**src/shared/nv_copy_pkg.sv**
```systemverilog
/*
 * Constants and types for the nonvolatile register copy block.
 * Assumes a 100 MHz system clock; times are in nanoseconds.
 */
`default_nettype none
package nv_copy_pkg;
   // ****************************************
   // Timing
   // ****************************************
   localparam int unsigned CLK_PERIOD_NS = 10;
   localparam int unsigned RESTORE_COPY_TIME_NS = 200000;
   localparam int unsigned STORE_COPY_TIME_NS = 20000000;
   localparam int unsigned RESTORE_COPY_CYCLES = RESTORE_COPY_TIME_NS / CLK_PERIOD_NS;
   localparam int unsigned STORE_COPY_CYCLES = STORE_COPY_TIME_NS / CLK_PERIOD_NS;
   localparam int unsigned TIMER_W = 24;

   // ****************************************
   // Bus codes
   // ****************************************
   localparam logic [3:0] DEV_TYPE_ID = 4'h9;
   localparam logic [7:0] OP_RESTORE = 8'hb8;
   localparam logic [7:0] OP_STORE = 8'h48;
   localparam logic [3:0] BIT_CNT_BYTE = 4'h8;
   localparam logic [3:0] BIT_CNT_ACK = 4'h9;

   // ****************************************
   // Registers
   // ****************************************
   localparam int unsigned REG_W = 16;
   localparam int unsigned PTR_W = 2;
   localparam logic [PTR_W-1:0] PTR_RST = 2'h0;
   localparam logic [REG_W-1:0] VOL_RST = 16'h0000;
   localparam logic [REG_W-1:0] NV_CFG_RST = 16'h0000;
   localparam logic [REG_W-1:0] NV_TLOW_RST = 16'h4b00;
   localparam logic [REG_W-1:0] NV_THIGH_RST = 16'h5000;
   localparam int unsigned LOCK_BIT_POS = 1;
   localparam int unsigned LOCKDOWN_BIT_POS = 2;

   typedef enum logic [1:0] {ST_IDLE, ST_ARMED, ST_RUN} copy_state_t;
   typedef enum logic {KIND_RESTORE, KIND_STORE} copy_kind_t;
endpackage
`default_nettype wire

```
**src/rtl/i2c_cmd_rx.sv**
```systemverilog
/*
 * Serial bus receiver: start/stop detection, address match, byte capture
 * and acknowledge drive. Assumes scl and sda already synchronous to clk.
 */
`timescale 1ns/1ps
`default_nettype none
module i2c_cmd_rx (
   // Clock and reset
   input wire logic clk,
   input wire logic rst_b,
   // Bus pins
   input wire logic scl_i,
   input wire logic sda_i,
   output logic sda_o,
   output logic sda_oe,
   input wire logic [2:0] dev_addr,
   // Frame events
   output logic start_p,
   output logic stop_p,
   output logic cmd_p,
   output logic [7:0] cmd_byte
);
   import nv_copy_pkg::*;

   logic scl_prev_q, sda_prev_q, active_q;
   logic [3:0] bit_cnt_q;
   logic [7:0] shift_q;
   logic [1:0] byte_idx_q;
   logic scl_rise, scl_fall, start_det, stop_det, byte_end, addr_match;

   assign scl_rise = scl_i & ~scl_prev_q;
   assign scl_fall = ~scl_i & scl_prev_q;
   assign start_det = scl_i & scl_prev_q & sda_prev_q & ~sda_i;
   assign stop_det = scl_i & scl_prev_q & ~sda_prev_q & sda_i;
   assign byte_end = active_q & scl_fall & (bit_cnt_q == BIT_CNT_BYTE);
   assign addr_match = (shift_q[7:4] == DEV_TYPE_ID) && (shift_q[3:1] == dev_addr) && !shift_q[0];

   // ****************************************
   // Pin history
   // ****************************************
   always_ff @(posedge clk) begin
      if (!rst_b) begin
         scl_prev_q <= 1'b1;
         sda_prev_q <= 1'b1;
         sda_o <= 1'b0;
      end else begin
         scl_prev_q <= scl_i;
         sda_prev_q <= sda_i;
         sda_o <= 1'b0;
      end
   end

   // ****************************************
   // Frame and bit tracking
   // ****************************************
   always_ff @(posedge clk) begin
      if (!rst_b) begin
         active_q <= 1'b0;
         bit_cnt_q <= 4'h0;
         shift_q <= 8'h00;
         byte_idx_q <= 2'h0;
         sda_oe <= 1'b0;
      end else if (start_det) begin
         active_q <= 1'b1;
         bit_cnt_q <= 4'h0;
         byte_idx_q <= 2'h0;
         sda_oe <= 1'b0;
      end else if (stop_det) begin
         active_q <= 1'b0;
         bit_cnt_q <= 4'h0;
         sda_oe <= 1'b0;
      end else if (active_q) begin
         if (scl_rise && bit_cnt_q < BIT_CNT_BYTE) begin
            shift_q <= {shift_q[6:0], sda_i};
            bit_cnt_q <= bit_cnt_q + 4'h1;
         end else if (scl_rise && bit_cnt_q == BIT_CNT_BYTE) begin
            bit_cnt_q <= BIT_CNT_ACK;
         end else if (byte_end) begin
            if (byte_idx_q == 2'h0) begin
               sda_oe <= addr_match;
               active_q <= addr_match;
            end else begin
               sda_oe <= 1'b1;
            end
            byte_idx_q <= (byte_idx_q == 2'h2) ? 2'h2 : byte_idx_q + 2'h1;
         end else if (scl_fall && bit_cnt_q == BIT_CNT_ACK) begin
            sda_oe <= 1'b0;
            bit_cnt_q <= 4'h0;
         end
      end
   end

   // ****************************************
   // Event pulses
   // ****************************************
   always_ff @(posedge clk) begin
      if (!rst_b) begin
         start_p <= 1'b0;
         stop_p <= 1'b0;
         cmd_p <= 1'b0;
         cmd_byte <= 8'h00;
      end else begin
         start_p <= start_det;
         stop_p <= stop_det;
         cmd_p <= byte_end && !start_det && !stop_det && (byte_idx_q == 2'h1);
         if (byte_end && byte_idx_q == 2'h1) begin
            cmd_byte <= shift_q;
         end
      end
   end
endmodule // i2c_cmd_rx
`default_nettype wire

```
**src/rtl/nv_register_copy.sv**
```systemverilog
/*
 * Copy command logic between working and nonvolatile configuration and
 * limit registers. Assumes synchronous bus pins and a 100 MHz clock.
 */
`timescale 1ns/1ps
`default_nettype none
// Summary of operation
// - Every reset starts a restore copy of nonvolatile into working registers without any bus command.
// - A write address byte 1001AAA0 matching the address pins is acknowledged.
// - Opcode b8h in place of a pointer byte selects the restore copy and is acknowledged.
// - After a taken restore opcode and Stop the restore runs self-timed within its time, busy set throughout.
// - A repeated Start after the restore opcode aborts it and leaves working registers unchanged.
// - Either opcode is ignored while busy, locked or locked down, yet still acknowledged.
// - Opcode 48h after the address byte selects the store copy and is acknowledged.
// - After a taken store opcode and Stop the store runs self-timed within its time, busy set meanwhile.
// - A repeated Start after the store opcode aborts it and leaves nonvolatile registers unchanged.
// - Restore maps each nonvolatile register onto its own working register.
// - A copy opcode leaves the register pointer unchanged.
module nv_register_copy #(
   parameter int unsigned RESTORE_CYCLES = nv_copy_pkg::RESTORE_COPY_CYCLES,
   parameter int unsigned STORE_CYCLES = nv_copy_pkg::STORE_COPY_CYCLES
) (
   // Clock and reset
   input wire logic clk,
   input wire logic rst_b,
   // Serial bus pins
   input wire logic scl_i,
   input wire logic sda_i,
   output logic sda_o,
   output logic sda_oe,
   input wire logic [2:0] dev_addr,
   // Working register writes from the device
   input wire logic vol_wr_en,
   input wire logic [1:0] vol_wr_sel,
   input wire logic [nv_copy_pkg::REG_W-1:0] vol_wr_data,
   // Register contents and status
   output logic [nv_copy_pkg::REG_W-1:0] vol_cfg_q,
   output logic [nv_copy_pkg::REG_W-1:0] vol_tlow_q,
   output logic [nv_copy_pkg::REG_W-1:0] vol_thigh_q,
   output logic [nv_copy_pkg::REG_W-1:0] nv_cfg_q,
   output logic [nv_copy_pkg::REG_W-1:0] nv_tlow_q,
   output logic [nv_copy_pkg::REG_W-1:0] nv_thigh_q,
   output logic [nv_copy_pkg::PTR_W-1:0] pointer_q,
   output logic nv_busy_flag
);
   import nv_copy_pkg::*;

   copy_state_t state_q;
   copy_kind_t kind_q;
   logic [TIMER_W-1:0] timer_q;
   logic start_p, stop_p, cmd_p;
   logic [7:0] cmd_byte;
   logic is_copy_op, locked, done;

   i2c_cmd_rx u_rx (
      .clk(clk),
      .rst_b(rst_b),
      .scl_i(scl_i),
      .sda_i(sda_i),
      .sda_o(sda_o),
      .sda_oe(sda_oe),
      .dev_addr(dev_addr),
      .start_p(start_p),
      .stop_p(stop_p),
      .cmd_p(cmd_p),
      .cmd_byte(cmd_byte)
   );

   assign is_copy_op = (cmd_byte == OP_RESTORE) || (cmd_byte == OP_STORE);
   assign locked = nv_cfg_q[LOCK_BIT_POS] | nv_cfg_q[LOCKDOWN_BIT_POS];
   assign done = (state_q == ST_RUN) && (timer_q == '0);

   // ****************************************
   // Copy sequencer
   // ****************************************
   always_ff @(posedge clk) begin
      if (!rst_b) begin
         state_q <= ST_RUN;
         kind_q <= KIND_RESTORE;
         timer_q <= TIMER_W'(RESTORE_CYCLES - 1);
         nv_busy_flag <= 1'b1;
      end else begin
         unique case (state_q)
            ST_IDLE: begin
               if (cmd_p && is_copy_op && !nv_busy_flag && !locked) begin
                  state_q <= ST_ARMED;
                  kind_q <= (cmd_byte == OP_STORE) ? KIND_STORE : KIND_RESTORE;
               end
            end
            ST_ARMED: begin
               if (start_p) begin
                  state_q <= ST_IDLE;
               end else if (stop_p) begin
                  state_q <= ST_RUN;
                  nv_busy_flag <= 1'b1;
                  timer_q <= (kind_q == KIND_STORE) ? TIMER_W'(STORE_CYCLES - 1)
                                                    : TIMER_W'(RESTORE_CYCLES - 1);
               end
            end
            ST_RUN: begin
               if (done) begin
                  state_q <= ST_IDLE;
                  nv_busy_flag <= 1'b0;
               end else begin
                  timer_q <= timer_q - 1'b1;
               end
            end
            default: state_q <= ST_IDLE;
         endcase
      end
   end

   // ****************************************
   // Working registers
   // ****************************************
   always_ff @(posedge clk) begin
      if (!rst_b) begin
         vol_cfg_q <= VOL_RST;
         vol_tlow_q <= VOL_RST;
         vol_thigh_q <= VOL_RST;
      end else if (done && kind_q == KIND_RESTORE) begin
         vol_cfg_q <= nv_cfg_q;
         vol_tlow_q <= nv_tlow_q;
         vol_thigh_q <= nv_thigh_q;
      end else if (vol_wr_en && !nv_busy_flag && !locked) begin
         unique case (vol_wr_sel)
            2'h0: vol_cfg_q <= vol_wr_data;
            2'h1: vol_tlow_q <= vol_wr_data;
            2'h2: vol_thigh_q <= vol_wr_data;
            default: ;
         endcase
      end
   end

   // ****************************************
   // Nonvolatile registers
   // ****************************************
   always_ff @(posedge clk) begin
      if (!rst_b) begin
         nv_cfg_q <= NV_CFG_RST;
         nv_tlow_q <= NV_TLOW_RST;
         nv_thigh_q <= NV_THIGH_RST;
      end else if (done && kind_q == KIND_STORE) begin
         nv_cfg_q <= vol_cfg_q;
         nv_tlow_q <= vol_tlow_q;
         nv_thigh_q <= vol_thigh_q;
      end
   end

   // ****************************************
   // Register pointer
   // ****************************************
   always_ff @(posedge clk) begin
      if (!rst_b) begin
         pointer_q <= PTR_RST;
      end else if (cmd_p && !is_copy_op) begin
         pointer_q <= cmd_byte[PTR_W-1:0];
      end
   end

   // ****************************************
   // Busy length monitor
   // ****************************************
   logic [TIMER_W-1:0] busy_len_q;
   always_ff @(posedge clk) begin
      if (!rst_b) begin
         busy_len_q <= '0;
      end else if (nv_busy_flag) begin
         busy_len_q <= busy_len_q + 1'b1;
      end else begin
         busy_len_q <= '0;
      end
   end
endmodule // nv_register_copy
`default_nettype wire

```
**config.mk**
```make
export PLATFORM = sky130hd
export DESIGN_NAME = nv_register_copy
export DESIGN_NICKNAME = d
export VERILOG_FILES = /design/src/shared/nv_copy_pkg.sv /design/src/rtl/i2c_cmd_rx.sv /design/src/rtl/nv_register_copy.sv
export SDC_FILE = /design/constraint.sdc
export NUM_CORES = 1
export LEC_CHECK = 0
export BUFFER_PORTS_ARGS = -buffer_cell sky130_fd_sc_hd__buf_4
export CAP_MARGIN = 0
export CORE_MARGIN = 1
export CORE_UTILIZATION = 42
export CTS_BUF_LIST = sky130_fd_sc_hd__clkbuf_4
export DETAILED_ROUTE_END_ITERATION = 6
export SLEW_MARGIN = 10
export SYNTH_ARGS = -nofsm -noshare
export SYNTH_HDL_FRONTEND = slang
export SYNTH_SLANG_ARGS = --single-unit
```
**constraint.sdc**
```tcl
create_clock -name clk -period 6.05 [get_ports clk]
set_clock_uncertainty 0.15 [all_clocks]
set_input_delay 0 -clock clk [delete_from_list [all_inputs] [get_ports clk]]
set_output_delay 0 -clock clk [all_outputs]
set_load 0.01 [all_outputs]
```
==> results.cfg <==
[yosys]
synth.yosys.warnings = 0
yosysTopAreaCell = dfxtp_1
synth.cell_area_um2 = 6750
synth-seq-area-share_pct = 46.0
synthFlopType = dfxtp_1
synthTopCellsByArea = dfxtp_1 (46%), nand3_1 (7.5%), o21ai_0 (7.2%)
synth_nets = 811
synthDistinctLibCells = 59
postSynthCellCount = 777
yosys.area.top_type_share_pct = 46.0
synth_edf_count = 0
synthArstFlopShare_pct = 0
ys_seq_elements = 155
syn_avg_cell_area_um2 = 8.69

[flow_run]
drv_cap = 0

[cts]
h-tree-depth = 4
cts_sinks = 155
cts_tree = built
clock_latency_ns = 0.54
cts_setup_buffers = 0
numCtsBuffers = 17
clock_path_buffers = 2
cts-resized-gates = 0
path_clk_slew_ns = 0.12
cts-root-buf = clkbuf_4
hold_buffers = 21

[routing]
drc = 0
firstDrtPassIters = 6
viasPerCell = 5.50
drtIter0Drc = 386
finalWirelength_um = 18100
wl_per_cell_um = 16.2
postRouteAntennaNets = 0
vias = 6140

[status]
outcome = finished, final reports clean

[sta]
fin_setup_tns_ns = 0
setup_violations = 0
finalHoldViolCount = 0
worst_pin_slew_ns = 1.13
rsz0062_at_grt = false
slew_violations = 0
relSlewSlack_pct = 24.8
period_minus_slack_ns = 3.27
fmax_ghz = 0.305
finalCritPeriodShare_pct = 54.1

[setup_path]
crit_slowest_cell = or4_1
startpoint_type = flip-flop
rr_endpoint = nv_tlow_q[8]$_SDFFE_PN1P_
crit_arrival_ns = 3.52
path_max_fanout = 90
cpPeakStageDelay_ns = 0.71
rr_worst_depth = 6
cp.depth = 6
critPathCaptureType = flip-flop
crit_start = timer_q[7]$_SDFFE_PN0P_
path_cells = or3_1 -> or4_1 -> nor4_4 -> buf_4 -> mux2i_1 -> nand2_1
cp.required_ns = 6.29
regToRegSetupSlack_ns = 2.78
r2r_start = timer_q[7]$_SDFFE_PN0P_
crit_type = reg -> reg
crit_end = nv_tlow_q[8]$_SDFFE_PN1P_
cp_num_buf_inv = 1
crit_family = simple AND/OR/NAND/NOR gates

[placement]
port-buffer-count = 125
dp_hpwl_um = 12300
placedCellCount = 1062
finalWeightedCongestion = 0.879

[die]
die_height_um = 129
coreArea_um2 = 15400
start_util_pct = 43.7
rows = 45
die_x_um = 129
dieArea_um2 = 16600
pin_count = 127

[finish]
area_growth_pct = 22.9
nets = 925
fin_cells = 1116
layout_commonest_cell = dfxtp_1
final_cell_mix = dfxtp_1 (155), buf_4 (128), nand3_1 (101)
drive_gt1_share_pct = 23.2

[worst_hold_path]
whs_path_depth = 6
worstHoldPathType = in -> reg

[pwr]
power_per_cell_area_nw_per_um2 = 219
p_leak_nw = 3.28
irDropWorstVdd_v = 0.000143

[grt]
grt_pass1_vias = 5708
grt_max_degree = 117
grt_pass1_wl_um = 28900
grt_overflow = 0
grt_usage_pct = 22.3
antenna_found_initial = 1
through the flow:
step                      cell area, um^2  utilization, %  setup WS [ns]  total power [W]  hold slack (ns)
final                                8300            53.8           2.78          0.00181           0.0712
after global routing                 8300            53.8           2.59          0.00189           0.0852
after CTS                            8290            53.8           2.81          0.00183           0.0101
after detailed placement             7760            50.3           2.82          0.00111           0.0978
after global placement               7760            50.3           2.90          0.00111           0.0948
after floorplan                      6750               -           3.45          0.00108          -0.0485
worst min path at each step:
stage                           start                          to  slack, ns
final                     dev_addr[2]    u_rx.sda_oe$_SDFFE_PP0P_       0.07
after global routing      dev_addr[2]    u_rx.sda_oe$_SDFFE_PP0P_       0.09
after CTS                 dev_addr[2]    u_rx.sda_oe$_SDFFE_PP0P_       0.01
after floorplan                 scl_i  u_rx.scl_prev_q$_SDFF_PN1_      -0.05
after detailed placement        scl_i  u_rx.scl_prev_q$_SDFF_PN1_        0.1
after global placement          scl_i  u_rx.scl_prev_q$_SDFF_PN1_       0.09
cell families (layout without fill, tap and decap cells):
| logic type | count (synthesis) | in the layout | synth area share [%] |
|---|---|---|---|
| compound gates | 184 | 184 | 16.5 |
| simple gates | 297 | 297 | 21.7 |
| fa+ha+maj | 8 | 8 | 1.48 |
| mux | 56 | 56 | 9.08 |
| other cells | 1 | 2 | 0.0556 |
| xor+xnor | 11 | 11 | 1.43 |
| buf+inv | 65 | 192 | 3.82 |
| flops | 155 | 155 | 46.0 |
metal layers:
layer | routed length, um | global-route usage [%] | vias to the layer above
li1 | - | - | 3016
met1 | 7700 | 26.8 | 2904
met2 | 8660 | 36.4 | 203
met3 | 1510 | 8.69 | 17
met4 | 264 | 7.34 | 0
met5 | 0 | 0 | -
state kept, by name, summed over array words and instances, names as in the netlist, 16 cells and up:
| register | cells |
|---|---|
| nv_tlow_q | 16 |
| vol_cfg_q | 16 |
| vol_thigh_q | 16 |
| vol_tlow_q | 16 |
| timer_q | 24 |
| nv_cfg_q | 16 |
| nv_thigh_q | 16 |
report_power, final:
group	total [W]	internal [W]	switching [W]
sequential	0.00103	0.00102	0.00000382
clock	0.000713	0.000347	0.000366
combinational	0.0000732	0.0000304	0.0000428
total	0.00181	0.00140	0.000412
area by class of cell:
| class | count | area, um^2 |
|---|---|---|
| Sequential cell | 155 | 3100 |
| Multi-Input combinational cell | 557 | 3390 |
| Clock inverter | 11 | 168 |
| Timing Repair Buffer | 149 | 1170 |
| Inverter | 11 | 41.3 |
| Tap cell | 211 | 264 |
| Fill cell | 1461 | 7130 |
| Antenna cell | 1 | 2.50 |
| Clock buffer | 21 | 158 |
cell usage after synthesis (5+ instances only):
cell,instances
a21boi_0,21
a21oi_1,14
a31oi_1,5
and3_1,6
buf_1,7
buf_2,5
clkbuf_1,40
dfxtp_1,155
ha_1,8
inv_1,11
mux2_2,42
mux2i_1,14
nand2_1,100
nand3_1,101
nand4_1,6
nor2_1,25
nor3_1,12
nor4_1,5
o211a_1,6
o211ai_1,5
o21a_1,5
o21ai_0,97
o21ai_1,8
or3_1,12
xor2_1,7
worst register-to-register path, cell delays in order (launching register included):
cell and delay (ns):
dfxtp_1 0.38, or3_1 0.53, or4_1 0.71, nor4_4 0.27
buf_4 0.70, mux2i_1 0.34, nand2_1 0.07
Power figures use the tool's default switching activity.
